`src/dpm_consts.vh`:
```
// constants for the diagnostic and power management capability register group
// assumes a byte-addressed configuration space with 32-bit dword access
//
// Summary of operation
// - diag bit 7 set makes identifier reads return all ones; resets to 0.
// - diag bit 6 is read-only and always reads 1.
// - routing bit picks which compat socket register condition sends status-change interrupts.
// - diag bit 4 set disables delayed-transaction handling.
// - diag bit 3 set raises the retry latency limit from 16 to 64.
// - diag bit 2 picks card-side discard timer: 2^10 set, 2^15 clear.
// - diag bit 1 picks host-side discard timer: 2^10 set, 2^15 clear.
// - diag bit 0 clear enables the newer video-port model; set disables it.
// - diag bits survive every reset except the global reset.
// - diag bits 7 and 4..1 are shared, read in both functions and written only through function 0.
// - capability identifier at A0h is read-only and returns 01h.
// - next pointer at A1h is read-only and returns 00h.
// - capability word at A2h resets to FE12h in both functions.
// - wake support field, bits 15..11, reads 11111b by default.
// - bit 15 is writable, resets to 1; firmware clears it without aux power.
// - bits 14..11 are read-only ones.
// - bit 10 is read-only one, D2 supported.
// - diagnostic register at 93h exists in both functions, resets to 60h.
// - bit 9 is read-only one, D1 supported.
// - bits 2..0 are a read-only version field returning 010b.
`ifndef DPM_CONSTS_VH
`define DPM_CONSTS_VH

// configuration offsets
`define DPM_OFF_IDENT        8'h00
`define DPM_OFF_DIAG         8'h93
`define DPM_OFF_CAP_ID       8'hA0
`define DPM_OFF_CAP_NEXT     8'hA1
`define DPM_OFF_CAP_WORD     8'hA2
`define DPM_DW_HI            7
`define DPM_DW_LO            2

// diagnostic register layout
`define DPM_DIAG_RESET       8'h60
`define DPM_DIAG_SHARED_MASK 8'h9E
`define DPM_DIAG_LOCAL_MASK  8'h21
`define DPM_DIAG_FIXED_ONE   8'h40
`define DPM_DG_ID_MASK       7
`define DPM_DG_CSC_ROUTE     5
`define DPM_DG_DTXN_OFF      4
`define DPM_DG_RETRY_LONG    3
`define DPM_DG_CARD_SEL      2
`define DPM_DG_HOST_SEL      1
`define DPM_DG_VIDEO_OFF     0

// capability header
`define DPM_CAP_ID_VAL       8'h01
`define DPM_CAP_NEXT_VAL     8'h00
`define DPM_CAPW_RESET       16'hFE12
`define DPM_CAPW_FIXED       16'h7E12
`define DPM_CAPW_COLD_WAKE   15

// behaviour constants
`define DPM_REG805_ROUTE     4'h0
`define DPM_RETRY_SHORT      7'h10
`define DPM_RETRY_LONG       7'h40
`define DPM_ALL_ONES         32'hFFFFFFFF
`define DPM_TMR_W            16
`define DPM_DISCARD_SHORT    1024
`define DPM_DISCARD_LONG     32768

`endif

```
`src/dpm_discard_timer.v`:
```
// delayed-transaction discard timer with a short and a long length
// assumes start and stop are synchronous single-cycle or level requests
`timescale 1ns/1ps
`include "dpm_consts.vh"

module dpm_discard_timer #(
    parameter SHORT_CLKS = `DPM_DISCARD_SHORT,
    parameter LONG_CLKS  = `DPM_DISCARD_LONG
) (
    input  wire clk,        // system clock
    input  wire arst_n,     // global reset, active low
    input  wire start,      // load and start counting
    input  wire stop,       // abandon the count
    input  wire sel_short,  // 1 selects the short length
    output reg  running,    // count in progress
    output reg  expired     // one-cycle pulse at the end of the count
);

    localparam integer          SHORT_M1   = SHORT_CLKS - 1;
    localparam integer          LONG_M1    = LONG_CLKS - 1;
    localparam [`DPM_TMR_W-1:0] LOAD_SHORT = SHORT_M1[`DPM_TMR_W-1:0];
    localparam [`DPM_TMR_W-1:0] LOAD_LONG  = LONG_M1[`DPM_TMR_W-1:0];

    reg [`DPM_TMR_W-1:0] count;

    always @(posedge clk or negedge arst_n) begin
        if (!arst_n) begin
            count   <= {`DPM_TMR_W{1'b0}};
            running <= 1'b0;
            expired <= 1'b0;
        end else begin
            expired <= 1'b0;
            if (stop) begin
                running <= 1'b0;
            end else if (running) begin
                if (count == {`DPM_TMR_W{1'b0}}) begin
                    running <= 1'b0;
                    expired <= 1'b1;
                end else begin
                    count <= count - 1'b1;
                end
            end else if (start) begin
                count   <= sel_short ? LOAD_SHORT : LOAD_LONG;
                running <= 1'b1;
            end
        end
    end

endmodule // dpm_discard_timer

```
`src/dpm_regs.v`:
```
// diagnostic control byte and power management capability header, two functions
// assumes configuration cycles arrive as one-cycle strobes with a dword address
// and byte enables; arst_n is the global reset, the only one these bits obey
`timescale 1ns/1ps
`include "dpm_consts.vh"

module dpm_regs #(
    parameter [15:0] VENDOR_ID     = 16'h1A2B,            // arbitrary value
    parameter [15:0] DEVICE_ID     = 16'h3C4D,            // arbitrary value
    parameter        DISCARD_SHORT = `DPM_DISCARD_SHORT,  // short discard count
    parameter        DISCARD_LONG  = `DPM_DISCARD_LONG    // long discard count
) (
    input  wire        clk,                    // system clock, 50 MHz
    input  wire        arst_n,                 // global reset, active low
    input  wire        cfg_rd,                 // configuration read strobe
    input  wire        cfg_wr,                 // configuration write strobe
    input  wire        cfg_func,               // target function, 0 or 1
    input  wire [7:0]  cfg_addr,               // byte address, dword aligned
    input  wire [3:0]  cfg_be,                 // byte enables
    input  wire [31:0] cfg_wdata,              // write data
    output reg  [31:0] cfg_rdata,              // read data
    output reg         cfg_rvalid,             // read data valid pulse
    input  wire [1:0]  csc_event,              // status-change request per function
    input  wire [1:0]  compat_803_b4,          // compat reg 803 bit 4 per function
    input  wire [7:0]  compat_805_hi,          // compat reg 805 bits 7..4, func1:func0
    output reg  [1:0]  csc_pci_irq,            // status-change interrupt to PCI
    output reg         id_mask_select,         // identifier reads masked
    output reg         delayed_txn_off,        // delayed transactions disabled
    output reg  [6:0]  retry_limit,            // retry latency limit in clocks
    output reg  [1:0]  video_port_model_off,   // newer video model off per function
    output reg  [1:0]  pme_cold_support,       // cold-D3 wake advertised per function
    input  wire        card_dt_start,          // card-side delayed txn queued
    input  wire        card_dt_done,           // card-side delayed txn completed
    output wire        card_dt_running,        // card-side discard timer running
    output wire        card_dt_expired,        // card-side discard pulse
    input  wire        host_dt_start,          // host-side delayed txn queued
    input  wire        host_dt_done,           // host-side delayed txn completed
    output wire        host_dt_running,        // host-side discard timer running
    output wire        host_dt_expired         // host-side discard pulse
);

    ////////////////////////////////////////////////////////////////////////////
    // register state

    reg        id_mask;
    reg        dtxn_off;
    reg        retry_long;
    reg        card_sel;
    reg        host_sel;
    reg [1:0]  csc_route;
    reg [1:0]  video_off;
    reg [1:0]  cold_wake;

    wire [7:0] off_ident = `DPM_OFF_IDENT;
    wire [7:0] off_diag  = `DPM_OFF_DIAG;
    wire [7:0] off_cap   = `DPM_OFF_CAP_ID;
    wire [7:0] off_capw  = `DPM_OFF_CAP_WORD;
    wire [5:0] dw_addr   = cfg_addr[`DPM_DW_HI:`DPM_DW_LO];
    wire [5:0] dw_ident  = off_ident[`DPM_DW_HI:`DPM_DW_LO];
    wire [5:0] dw_diag   = off_diag[`DPM_DW_HI:`DPM_DW_LO];
    wire [5:0] dw_cap    = off_cap[`DPM_DW_HI:`DPM_DW_LO];
    wire [1:0] lane_diag = off_diag[`DPM_DW_LO-1:0];
    wire [1:0] lane_capw = off_capw[`DPM_DW_LO-1:0];

    wire       wr_diag = cfg_wr && (dw_addr == dw_diag) && cfg_be[lane_diag];
    wire       wr_capw = cfg_wr && (dw_addr == dw_cap) && cfg_be[lane_capw + 2'b01];
    wire [7:0] diag_wdata = cfg_wdata[{lane_diag, 3'b000} +: 8];
    wire [7:0] capw_wdata = cfg_wdata[{lane_capw + 2'b01, 3'b000} +: 8];

    ////////////////////////////////////////////////////////////////////////////
    // diagnostic register writes, global reset only

    always @(posedge clk or negedge arst_n) begin
        if (!arst_n) begin
            id_mask    <= 1'b0;
            dtxn_off   <= 1'b0;
            retry_long <= 1'b0;
            card_sel   <= 1'b0;
            host_sel   <= 1'b0;
            csc_route  <= 2'b11;
            video_off  <= 2'b00;
        end else if (wr_diag) begin
            // shared bits only move on a function 0 access
            if (!cfg_func) begin
                id_mask    <= diag_wdata[`DPM_DG_ID_MASK];
                dtxn_off   <= diag_wdata[`DPM_DG_DTXN_OFF];
                retry_long <= diag_wdata[`DPM_DG_RETRY_LONG];
                card_sel   <= diag_wdata[`DPM_DG_CARD_SEL];
                host_sel   <= diag_wdata[`DPM_DG_HOST_SEL];
            end
            csc_route[cfg_func] <= diag_wdata[`DPM_DG_CSC_ROUTE];
            video_off[cfg_func] <= diag_wdata[`DPM_DG_VIDEO_OFF];
        end
    end

    ////////////////////////////////////////////////////////////////////////////
    // capability word, only the cold-D3 wake bit is writable

    always @(posedge clk or negedge arst_n) begin
        if (!arst_n) begin
            cold_wake <= 2'b11;
        end else if (wr_capw) begin
            cold_wake[cfg_func] <= capw_wdata[`DPM_CAPW_COLD_WAKE - 8];
        end
    end

    ////////////////////////////////////////////////////////////////////////////
    // read path

    reg [7:0]  diag_view;
    reg [15:0] capw_view;
    reg [31:0] next_rdata;

    always @* begin
        diag_view = `DPM_DIAG_FIXED_ONE;
        diag_view[`DPM_DG_ID_MASK]    = id_mask;
        diag_view[`DPM_DG_DTXN_OFF]   = dtxn_off;
        diag_view[`DPM_DG_RETRY_LONG] = retry_long;
        diag_view[`DPM_DG_CARD_SEL]   = card_sel;
        diag_view[`DPM_DG_HOST_SEL]   = host_sel;
        diag_view[`DPM_DG_CSC_ROUTE]  = csc_route[cfg_func];
        diag_view[`DPM_DG_VIDEO_OFF]  = video_off[cfg_func];
        // fixed ones in 14..9 and 4, version 010b, rest zero
        capw_view = `DPM_CAPW_FIXED;
        capw_view[`DPM_CAPW_COLD_WAKE] = cold_wake[cfg_func];
        next_rdata = 32'h00000000;
        if (dw_addr == dw_ident) begin
            if (id_mask) begin
                next_rdata = `DPM_ALL_ONES;
            end else begin
                next_rdata = {DEVICE_ID, VENDOR_ID};
            end
        end else if (dw_addr == dw_diag) begin
            next_rdata[{lane_diag, 3'b000} +: 8] = diag_view;
        end else if (dw_addr == dw_cap) begin
            next_rdata = {capw_view, `DPM_CAP_NEXT_VAL, `DPM_CAP_ID_VAL};
        end
    end

    always @(posedge clk or negedge arst_n) begin
        if (!arst_n) begin
            cfg_rdata  <= 32'h00000000;
            cfg_rvalid <= 1'b0;
        end else begin
            cfg_rvalid <= cfg_rd;
            if (cfg_rd) begin
                cfg_rdata <= next_rdata;
            end
        end
    end

    ////////////////////////////////////////////////////////////////////////////
    // status-change interrupt routing

    reg [1:0] next_csc_irq;
    integer   f;

    always @* begin
        next_csc_irq = 2'b00;
        for (f = 0; f < 2; f = f + 1) begin
            if (csc_route[f]) begin
                // 803 bit 4 is a don't care in this mode
                next_csc_irq[f] = csc_event[f] &&
                    (compat_805_hi[f*4 +: 4] == `DPM_REG805_ROUTE);
            end else begin
                next_csc_irq[f] = csc_event[f] && compat_803_b4[f];
            end
        end
    end

    ////////////////////////////////////////////////////////////////////////////
    // control outputs

    always @(posedge clk or negedge arst_n) begin
        if (!arst_n) begin
            csc_pci_irq          <= 2'b00;
            id_mask_select       <= 1'b0;
            delayed_txn_off      <= 1'b0;
            retry_limit          <= `DPM_RETRY_SHORT;
            video_port_model_off <= 2'b00;
            pme_cold_support     <= 2'b11;
        end else begin
            csc_pci_irq          <= next_csc_irq;
            id_mask_select       <= id_mask;
            delayed_txn_off      <= dtxn_off;
            retry_limit          <= retry_long ? `DPM_RETRY_LONG
                                               : `DPM_RETRY_SHORT;
            video_port_model_off <= video_off;
            pme_cold_support     <= cold_wake;
        end
    end

    ////////////////////////////////////////////////////////////////////////////
    // discard timers, held idle while delayed transactions are off

    dpm_discard_timer #(
        .SHORT_CLKS (DISCARD_SHORT),
        .LONG_CLKS  (DISCARD_LONG)
    ) u_card_timer (
        .clk       (clk),
        .arst_n    (arst_n),
        .start     (card_dt_start && !dtxn_off),
        .stop      (card_dt_done || dtxn_off),
        .sel_short (card_sel),
        .running   (card_dt_running),
        .expired   (card_dt_expired)
    );

    dpm_discard_timer #(
        .SHORT_CLKS (DISCARD_SHORT),
        .LONG_CLKS  (DISCARD_LONG)
    ) u_host_timer (
        .clk       (clk),
        .arst_n    (arst_n),
        .start     (host_dt_start && !dtxn_off),
        .stop      (host_dt_done || dtxn_off),
        .sel_short (host_sel),
        .running   (host_dt_running),
        .expired   (host_dt_expired)
    );

endmodule // dpm_regs

```
`config.mk`:
```
export PLATFORM = sky130hd
export DESIGN_NAME = dpm_regs
export DESIGN_NICKNAME = d
export VERILOG_FILES = /design/src/dpm_discard_timer.v /design/src/dpm_regs.v
export VERILOG_INCLUDE_DIRS = /design/src /design/src/src
export SDC_FILE = /design/constraint.sdc
export NUM_CORES = 1
export LEC_CHECK = 0
export BUFFER_PORTS_ARGS = -buffer_cell sky130_fd_sc_hd__buf_2
export CAP_MARGIN = 40
export CORE_UTILIZATION = 35
export DETAILED_ROUTE_END_ITERATION = 8
export PLACE_DENSITY = 0.63
export SLEW_MARGIN = 10
export SYNTH_ARGS = -nofsm -noshare
export SYNTH_HDL_FRONTEND = slang
export SYNTH_SLANG_ARGS = --single-unit
```
`constraint.sdc`:
```
create_clock -name clk -period 2.25 [get_ports clk]
set_input_delay 0.3375 -clock clk [delete_from_list [all_inputs] [get_ports clk]]
set_output_delay 0.3375 -clock clk [all_outputs]
set_load 0.02 [all_outputs]
```
==> results of run 1 <==
logic make-up after synthesis:
kind of cell,share of synthesized area
AO/OA/AOI/OAI,0.171
adder cells (fa/ha/maj),0.00701
buffers and inverters,0.0831
flip-flops,0.493
multiplexers,0.0673
other,0.00105
AND/OR/NAND/NOR,0.177
layer usage:
layer  GRT usage  share of wire  up-vias
met5           0              0        -
met4      0.0347         0.0071        0
met3      0.0508          0.047        5
met2       0.250           0.49       68
met1       0.210           0.46     1433
li1            -              -     1413
what timing repair did:
item	CTS	global route
setup endpoints to repair	0	0
endpoints found under the hold margin	19	0
setup buffers	0	0
hold buffers	1	0
cell usage in the layout (no fill, tap or decap), types with 2 or more instances in the layout:
| master | n |
|---|---|
| a21oi_1 | 33 |
| a31oi_1 | 16 |
| a41oi_1 | 2 |
| and2_1 | 2 |
| and3_1 | 3 |
| buf_2 | 81 |
| buf_4 | 14 |
| bufinv_16 | 2 |
| clkbuf_8 | 9 |
| clkinvlp_4 | 2 |
| conb_1 | 5 |
| dfrtp_1 | 63 |
| dfstp_2 | 7 |
| ha_1 | 2 |
| inv_1 | 12 |
| mux2_2 | 16 |
| mux2i_1 | 6 |
| nand2_1 | 12 |
| nand2b_1 | 5 |
| nand3_1 | 10 |
| nor2_1 | 31 |
| nor2b_1 | 5 |
| nor3_1 | 11 |
| nor4_1 | 5 |
| nor4_2 | 2 |
| o21a_1 | 3 |
| o21ai_0 | 16 |
| o21ai_1 | 8 |
| o22ai_1 | 2 |
| o31ai_1 | 3 |
| o41ai_1 | 3 |
| or2_1 | 3 |
| or2_2 | 2 |
| or3_1 | 2 |
| or4_1 | 4 |
| or4_4 | 2 |
worst max-delay path, cell delays in order (launching register included):
cell     delay [ps]
dfrtp_1         430
or4_1           610
nor3_1          460
nand3_1         180
a31oi_1         210
o31ai_1          90
how the worst max path moves through the flow:
stage | start | to | slack (ps) | cells after the start
2_1_floorplan | u_host_timer.count[0] | u_host_timer.count[2] | 270 | 8
3_3_place_gp | u_host_timer.count[0] | u_host_timer.count[13] | 240 | 5
3_5_place_dp | u_card_timer.count[0] | u_card_timer.count[8] | 190 | 8
4_1_cts | u_card_timer.count[0] | u_card_timer.count[8] | 180 | 8
5_1_grt | u_host_timer.count[1] | u_host_timer.count[13] | 20 | 5
6_report | u_host_timer.count[0] | u_host_timer.count[13] | 150 | 5
where the power goes:
part	total [mW]	switching, mW	internal [mW]
logic	0.417	0.240	0.177
registers	1.50	0.122	1.38
clock network	1.13	0.502	0.627
total	3.05	0.864	2.18
flip-flops by register name (all words and copies together) (netlist names), 2 cells and up:
register              count
cfg_rdata                12
cold_wake                 2
csc_pci_irq               2
csc_route                 2
pme_cold_support          2
retry_limit               2
u_card_timer.count       16
u_host_timer.count       16
video_off                 2
video_port_model_off      2
layout make-up:
type,count,share of cell area
Multi-Input combinational cell,238,0.358
Tap cell,133,0.0390
Timing Repair Buffer,97,0.127
Inverter,13,0.0114
Clock buffer,9,0.0290
Sequential cell,70,0.413
Clock inverter,7,0.0229
metrics by stage:
step	hold WS, ps	setup slack, ps	power (mW)	area, um2
detailed placement	339	192	1.94	4030
CTS	163	180	3.09	4260
global route	156	16.3	3.23	4260
finish	174	149	3.05	4260
global placement	335	240	1.92	4030
floorplan	41.9	267	1.78	3580
==> impl_metrics.csv, run 1 <==
group,metric,value,unit
status,status,"finished clean",
floorplan,ios,117,
cells_and_area,stdcell_count,567,
timing,period_share,0.934,
critical_path,critPathCaptureType,"register",
timing,rsz0062_at_grt,"false",
placement,gp_congestion,0.846,
yosys,async_flop_share,1.00,
yosys,synth_flop_cell,"dfrtp_1",
drt,dr.pass1.iters,5,
yosys,synth_seq_area_share,0.493,
global_routing,grt_pass1_wl,12800,um
floorplan,dieHeight,103,um
drt,wirelength,7720,um
clock_network,numCtsBuffers,9,
yosys,synthTopCellsByCount,"63 x dfrtp_1, 33 x a21oi_1, 31 x nor2_1",
clock_network,h-tree-depth,3,
drt,drt-initial-drc-count,117,
placement,io_buffers,81,
timing,finClkSkew,6.98,ps
floorplan,die_x,103,um
timing,max_slew_margin,0.593,
critical_path,r2r_setup_slack,150,ps
critical_path,reg2reg_depth,5,
yosys,synth_top_area_frac,0.442,
floorplan,rows,36,
yosys,synth_cell_types,59,
drt,drcViolationCount,0,
power_and_ir_drop,peakVddDrop,0.259,mV
timing,fmax,476,MHz
global_routing,grt_max_degree,36,
global_routing,grt_pass1_vias,2682,
clock_network,cts_resized,0,
yosys,ys_warn_count,0,
worst_hold_path,hp-start,"host_dt_done",
floorplan,fp.coreArea,0.00982,mm2
critical_path,critPathRequiredTime,2480,ps
power_and_ir_drop,p_leak,1.93,nW
drt,num_vias,2919,
global_routing,antenna_found_initial,0,
global_routing,grt-ovfl-total,0,
timing,tns,0,ps
timing,worst_slew_pin_slew,606,ps
critical_path,worstReg2RegStart,"u_host_timer.count[0]",
power_and_ir_drop,power_per_cell_area,714,mW/mm2
worst_hold_path,min_path_cells,2,
cells_and_area,multi_input_area,0.00153,mm2
clock_network,clk_latency,350,ps
drt,post_drt_wl_per_cell,13.6,um
cells_and_area,fin_nets,496,
yosys,synth-edff-count,0,
drt,via_per_inst,5.15,
yosys,synth-seq-cells,70,
yosys,synth_top_area_cell,"dfrtp_1",
timing,hold_violations,0,
timing,slew_violations,0,
critical_path,critPathLaunchType,"register",
timing,setup_violations,0,
drt,ant_nets,0,
clock_network,cts_tree,"yes",
placement,dp_hpwl,5510,um
cells_and_area,num_antenna_cells,0,
worst_hold_path,whs_endpoint,"u_host_timer.expired",
cells_and_area,seq_area,0.00176,mm2
yosys,syn-cell-area,0.00357,mm2
clock_network,cts_buffer_depth,2,
placement,place_inst,550,
worst_hold_path,hold_class,"primary input to register",
critical_path,cp_max_fo,6,
clock_network,clock-sinks,70,
cells_and_area,fillers,969,
critical_path,r2r-end,"u_host_timer.count[13]",
clock_network,root_buffer,"clkbuf_8",
yosys,syn-instance-count,353,
cells_and_area,drive_above_1_share,0.343,
timing,min_period,2100,ps
yosys,yosysMostFrequentCell,"dfrtp_1",
critical_path,criticalPathCategory,"register to register",
cells_and_area,synthToLayoutAreaGrowth,19.5,%
critical_path,crit_arrival,2330,ps
cells_and_area,final_core_util,0.434,
floorplan,die_area,0.0106,mm2
floorplan,initial_utilization,0.363,
yosys,synth_area_leaders,"dfrtp_1 44%, buf_4 5.5%, dfstp_2 5.2%",
job,cap_viol_max_count,0,
global_routing,gr-usage-all-layers,0.157,
clock_network,clk_pin_slew,80,ps
yosys,avgSynthCellArea,10.1,um2
Power figures use the tool's default switching activity.
==> inputs of run 2 (changes only) <==
--- a/config.mk
+++ b/config.mk
@@ -8,9 +8,9 @@
 export LEC_CHECK = 0
 export BUFFER_PORTS_ARGS = -buffer_cell sky130_fd_sc_hd__buf_2
 export CAP_MARGIN = 40
-export CORE_UTILIZATION = 35
+export CORE_UTILIZATION = 51
 export DETAILED_ROUTE_END_ITERATION = 8
-export PLACE_DENSITY = 0.63
+export PLACE_DENSITY = 0.84
 export SLEW_MARGIN = 10
 export SYNTH_ARGS = -nofsm -noshare
 export SYNTH_HDL_FRONTEND = slang
==> constraint.sdc (replaced) <==
create_clock -name clk -period 2.25 [get_ports clk]
set_input_delay 0.3375 -clock clk [delete_from_list [all_inputs] [get_ports clk]]
set_output_delay 0.3375 -clock clk [all_outputs]
set_load 0.1 [all_outputs]
==> impl_metrics.csv, run 2 (synthesized netlist as in run 1, its figures left out) <==
group,metric,value,unit
critical_path,cp_max_fo,9,
cells_and_area,fin_area,0.00418,mm2
floorplan,initial_utilization,0.525,
placement,gp_congestion,0.801,
floorplan,dieHeight,85.6,um
timing,min_period,2040,ps
clock_network,post_cts_buffers,0,
global_routing,grt-ovfl-total,0,
cells_and_area,stdcell_count,527,
clock_network,clk_latency,350,ps
global_routing,grt_pass1_wl,12300,um
cells_and_area,final_core_util,0.615,
cells_and_area,drive_above_1_share,0.341,
cells_and_area,synthToLayoutAreaGrowth,17.1,%
drt,drcViolationCount,0,
critical_path,reg2reg_depth,7,
status,status,"finished clean",
critical_path,critPathLaunchType,"register",
power_and_ir_drop,intPower,2.08,mW
drt,via_per_inst,5.52,
floorplan,ios,117,
power_and_ir_drop,power_frac_seq,0.473,
timing,rsz0062_at_grt,"false",
critical_path,criticalPathCategory,"register to register",
clock_network,root_buffer,"clkbuf_8",
timing,fmax,491,MHz
power_and_ir_drop,p_leak,1.91,nW
floorplan,fp.coreArea,0.00679,mm2
power_and_ir_drop,switching_share,0.345,
cells_and_area,fillers,538,
cells_and_area,final_common_cell,"buf_2",
worst_hold_path,hold_class,"primary input to register",
timing,tns,0,ps
drt,dr.pass1.iters,4,
cells_and_area,num_antenna_cells,0,
power_and_ir_drop,comb_power_share,0.194,
worst_hold_path,min_path_cells,2,
timing,finClkSkew,9.96,ps
critical_path,critPathRequiredTime,2510,ps
drt,drt-initial-drc-count,172,
global_routing,gr-usage-all-layers,0.214,
timing,hold_ws,182,ps
placement,place_area,0.00397,mm2
power_and_ir_drop,power_per_cell_area,761,mW/mm2
timing,period_share,0.906,
power_and_ir_drop,power_frac_clock,0.334,
cells_and_area,layout_common_cells,"81 x buf_2, 62 x dfrtp_1, 33 x a21oi_1, 31 x nor2_1",
clock_network,numCtsBuffers,9,
floorplan,die_x,85.6,um
drt,wirelength,7510,um
timing,slew_violations,0,
clock_network,cts_buffer_depth,2,
placement,place_inst,510,
global_routing,grt_max_degree,46,
worst_hold_path,hp-start,"host_dt_done",
global_routing,grt_pass1_vias,2758,
timing,max_slew_margin,0.508,
critical_path,critPathCaptureType,"register",
drt,num_vias,2908,
timing,hold_violations,0,
cells_and_area,largestRegisters,"u_card_timer.count (16), u_host_timer.count (16), cfg_rdata (12)",
job,cap_viol_max_count,0,
floorplan,die_area,0.00734,mm2
critical_path,worstReg2RegStart,"u_host_timer.count[0]",
timing,worst_slew_pin_slew,727,ps
placement,dp_hpwl,5250,um
clock_network,h-tree-depth,3,
critical_path,crit_arrival,2300,ps
clock_network,cts_tree,"yes",
clock_network,clk_pin_slew,80,ps
placement,io_buffers,81,
floorplan,rows,30,
clock_network,clock-sinks,70,
timing,setup_violations,0,
power_and_ir_drop,switchingPower,1.10,mW
cells_and_area,fin_nets,493,
drt,ant_nets,0,
global_routing,antenna_found_initial,0,
critical_path,cp-startpoint,"u_host_timer.count[0]",
drt,post_drt_wl_per_cell,14.2,um
power_and_ir_drop,peakVddDrop,0.337,mV
-- run 2: worst paths after layout --
check	end	slack (ps)
worst max-delay path	u_host_timer.count[7]	210
worst min-delay path	u_host_timer.expired	180
worst max register to register	u_host_timer.count[7]	210
worst min register to register	pme_cold_support[1]	380
max in group asynchronous	csc_route[1]	1020
min in group asynchronous	cfg_rdata[23]	530
-- run 2: power by group through the flow --
| stage | clock (mW) | combinational [mW] | sequential [mW] |
|---|---|---|---|
| CTS | 1.08 | 0.619 | 1.50 |
| finish | 1.06 | 0.617 | 1.50 |
| global route | 1.14 | 0.662 | 1.52 |
| global placement | 0 | 0.598 | 1.52 |
| floorplan | 0 | 0.307 | 1.68 |
| detailed placement | 0 | 0.615 | 1.52 |
-- run 2: final cells by class --
cell class / instances / area [um2] / area share
well taps: 96 / 120 / 0.0287
clock buffers: 9 / 124 / 0.0296
flip-flops and latches: 70 / 1760 / 0.421
repair buffers: 94 / 518 / 0.124
clock inverters: 7 / 81.3 / 0.0195
multi-input cells: 238 / 1530 / 0.365
inverters: 13 / 48.8 / 0.0117
-- run 2: routing by layer --
metal  track usage  wire, um  vias to the layer above
li1              -         -                     1410
met1         0.274      3320                     1397
met2         0.348      3700                       89
met3        0.0385       365                       12
met4         0.111       123                        0
met5             0         0                        -
-- run 2: repair_timing --
item	in CTS	in global routing
hold buffers	1	0
resized for setup	0	0
endpoints found under the hold margin	24	0
-- run 2: worst max-delay path, cell delays in order, from the launching register on --
cell and delay, ps:
dfrtp_1 430, inv_1 80, ha_1 170, or3b_4 430, nor3_4 220, a31oi_2 110
and2_1 280, a31oi_1 220
-- run 2: stage by stage --
step	total power [mW]	setup WS (ps)
after floorplan	1.98	16.1
after global placement	2.11	244
after detailed placement	2.14	217
after CTS	3.20	198
after global routing	3.32	6.29
final	3.18	212
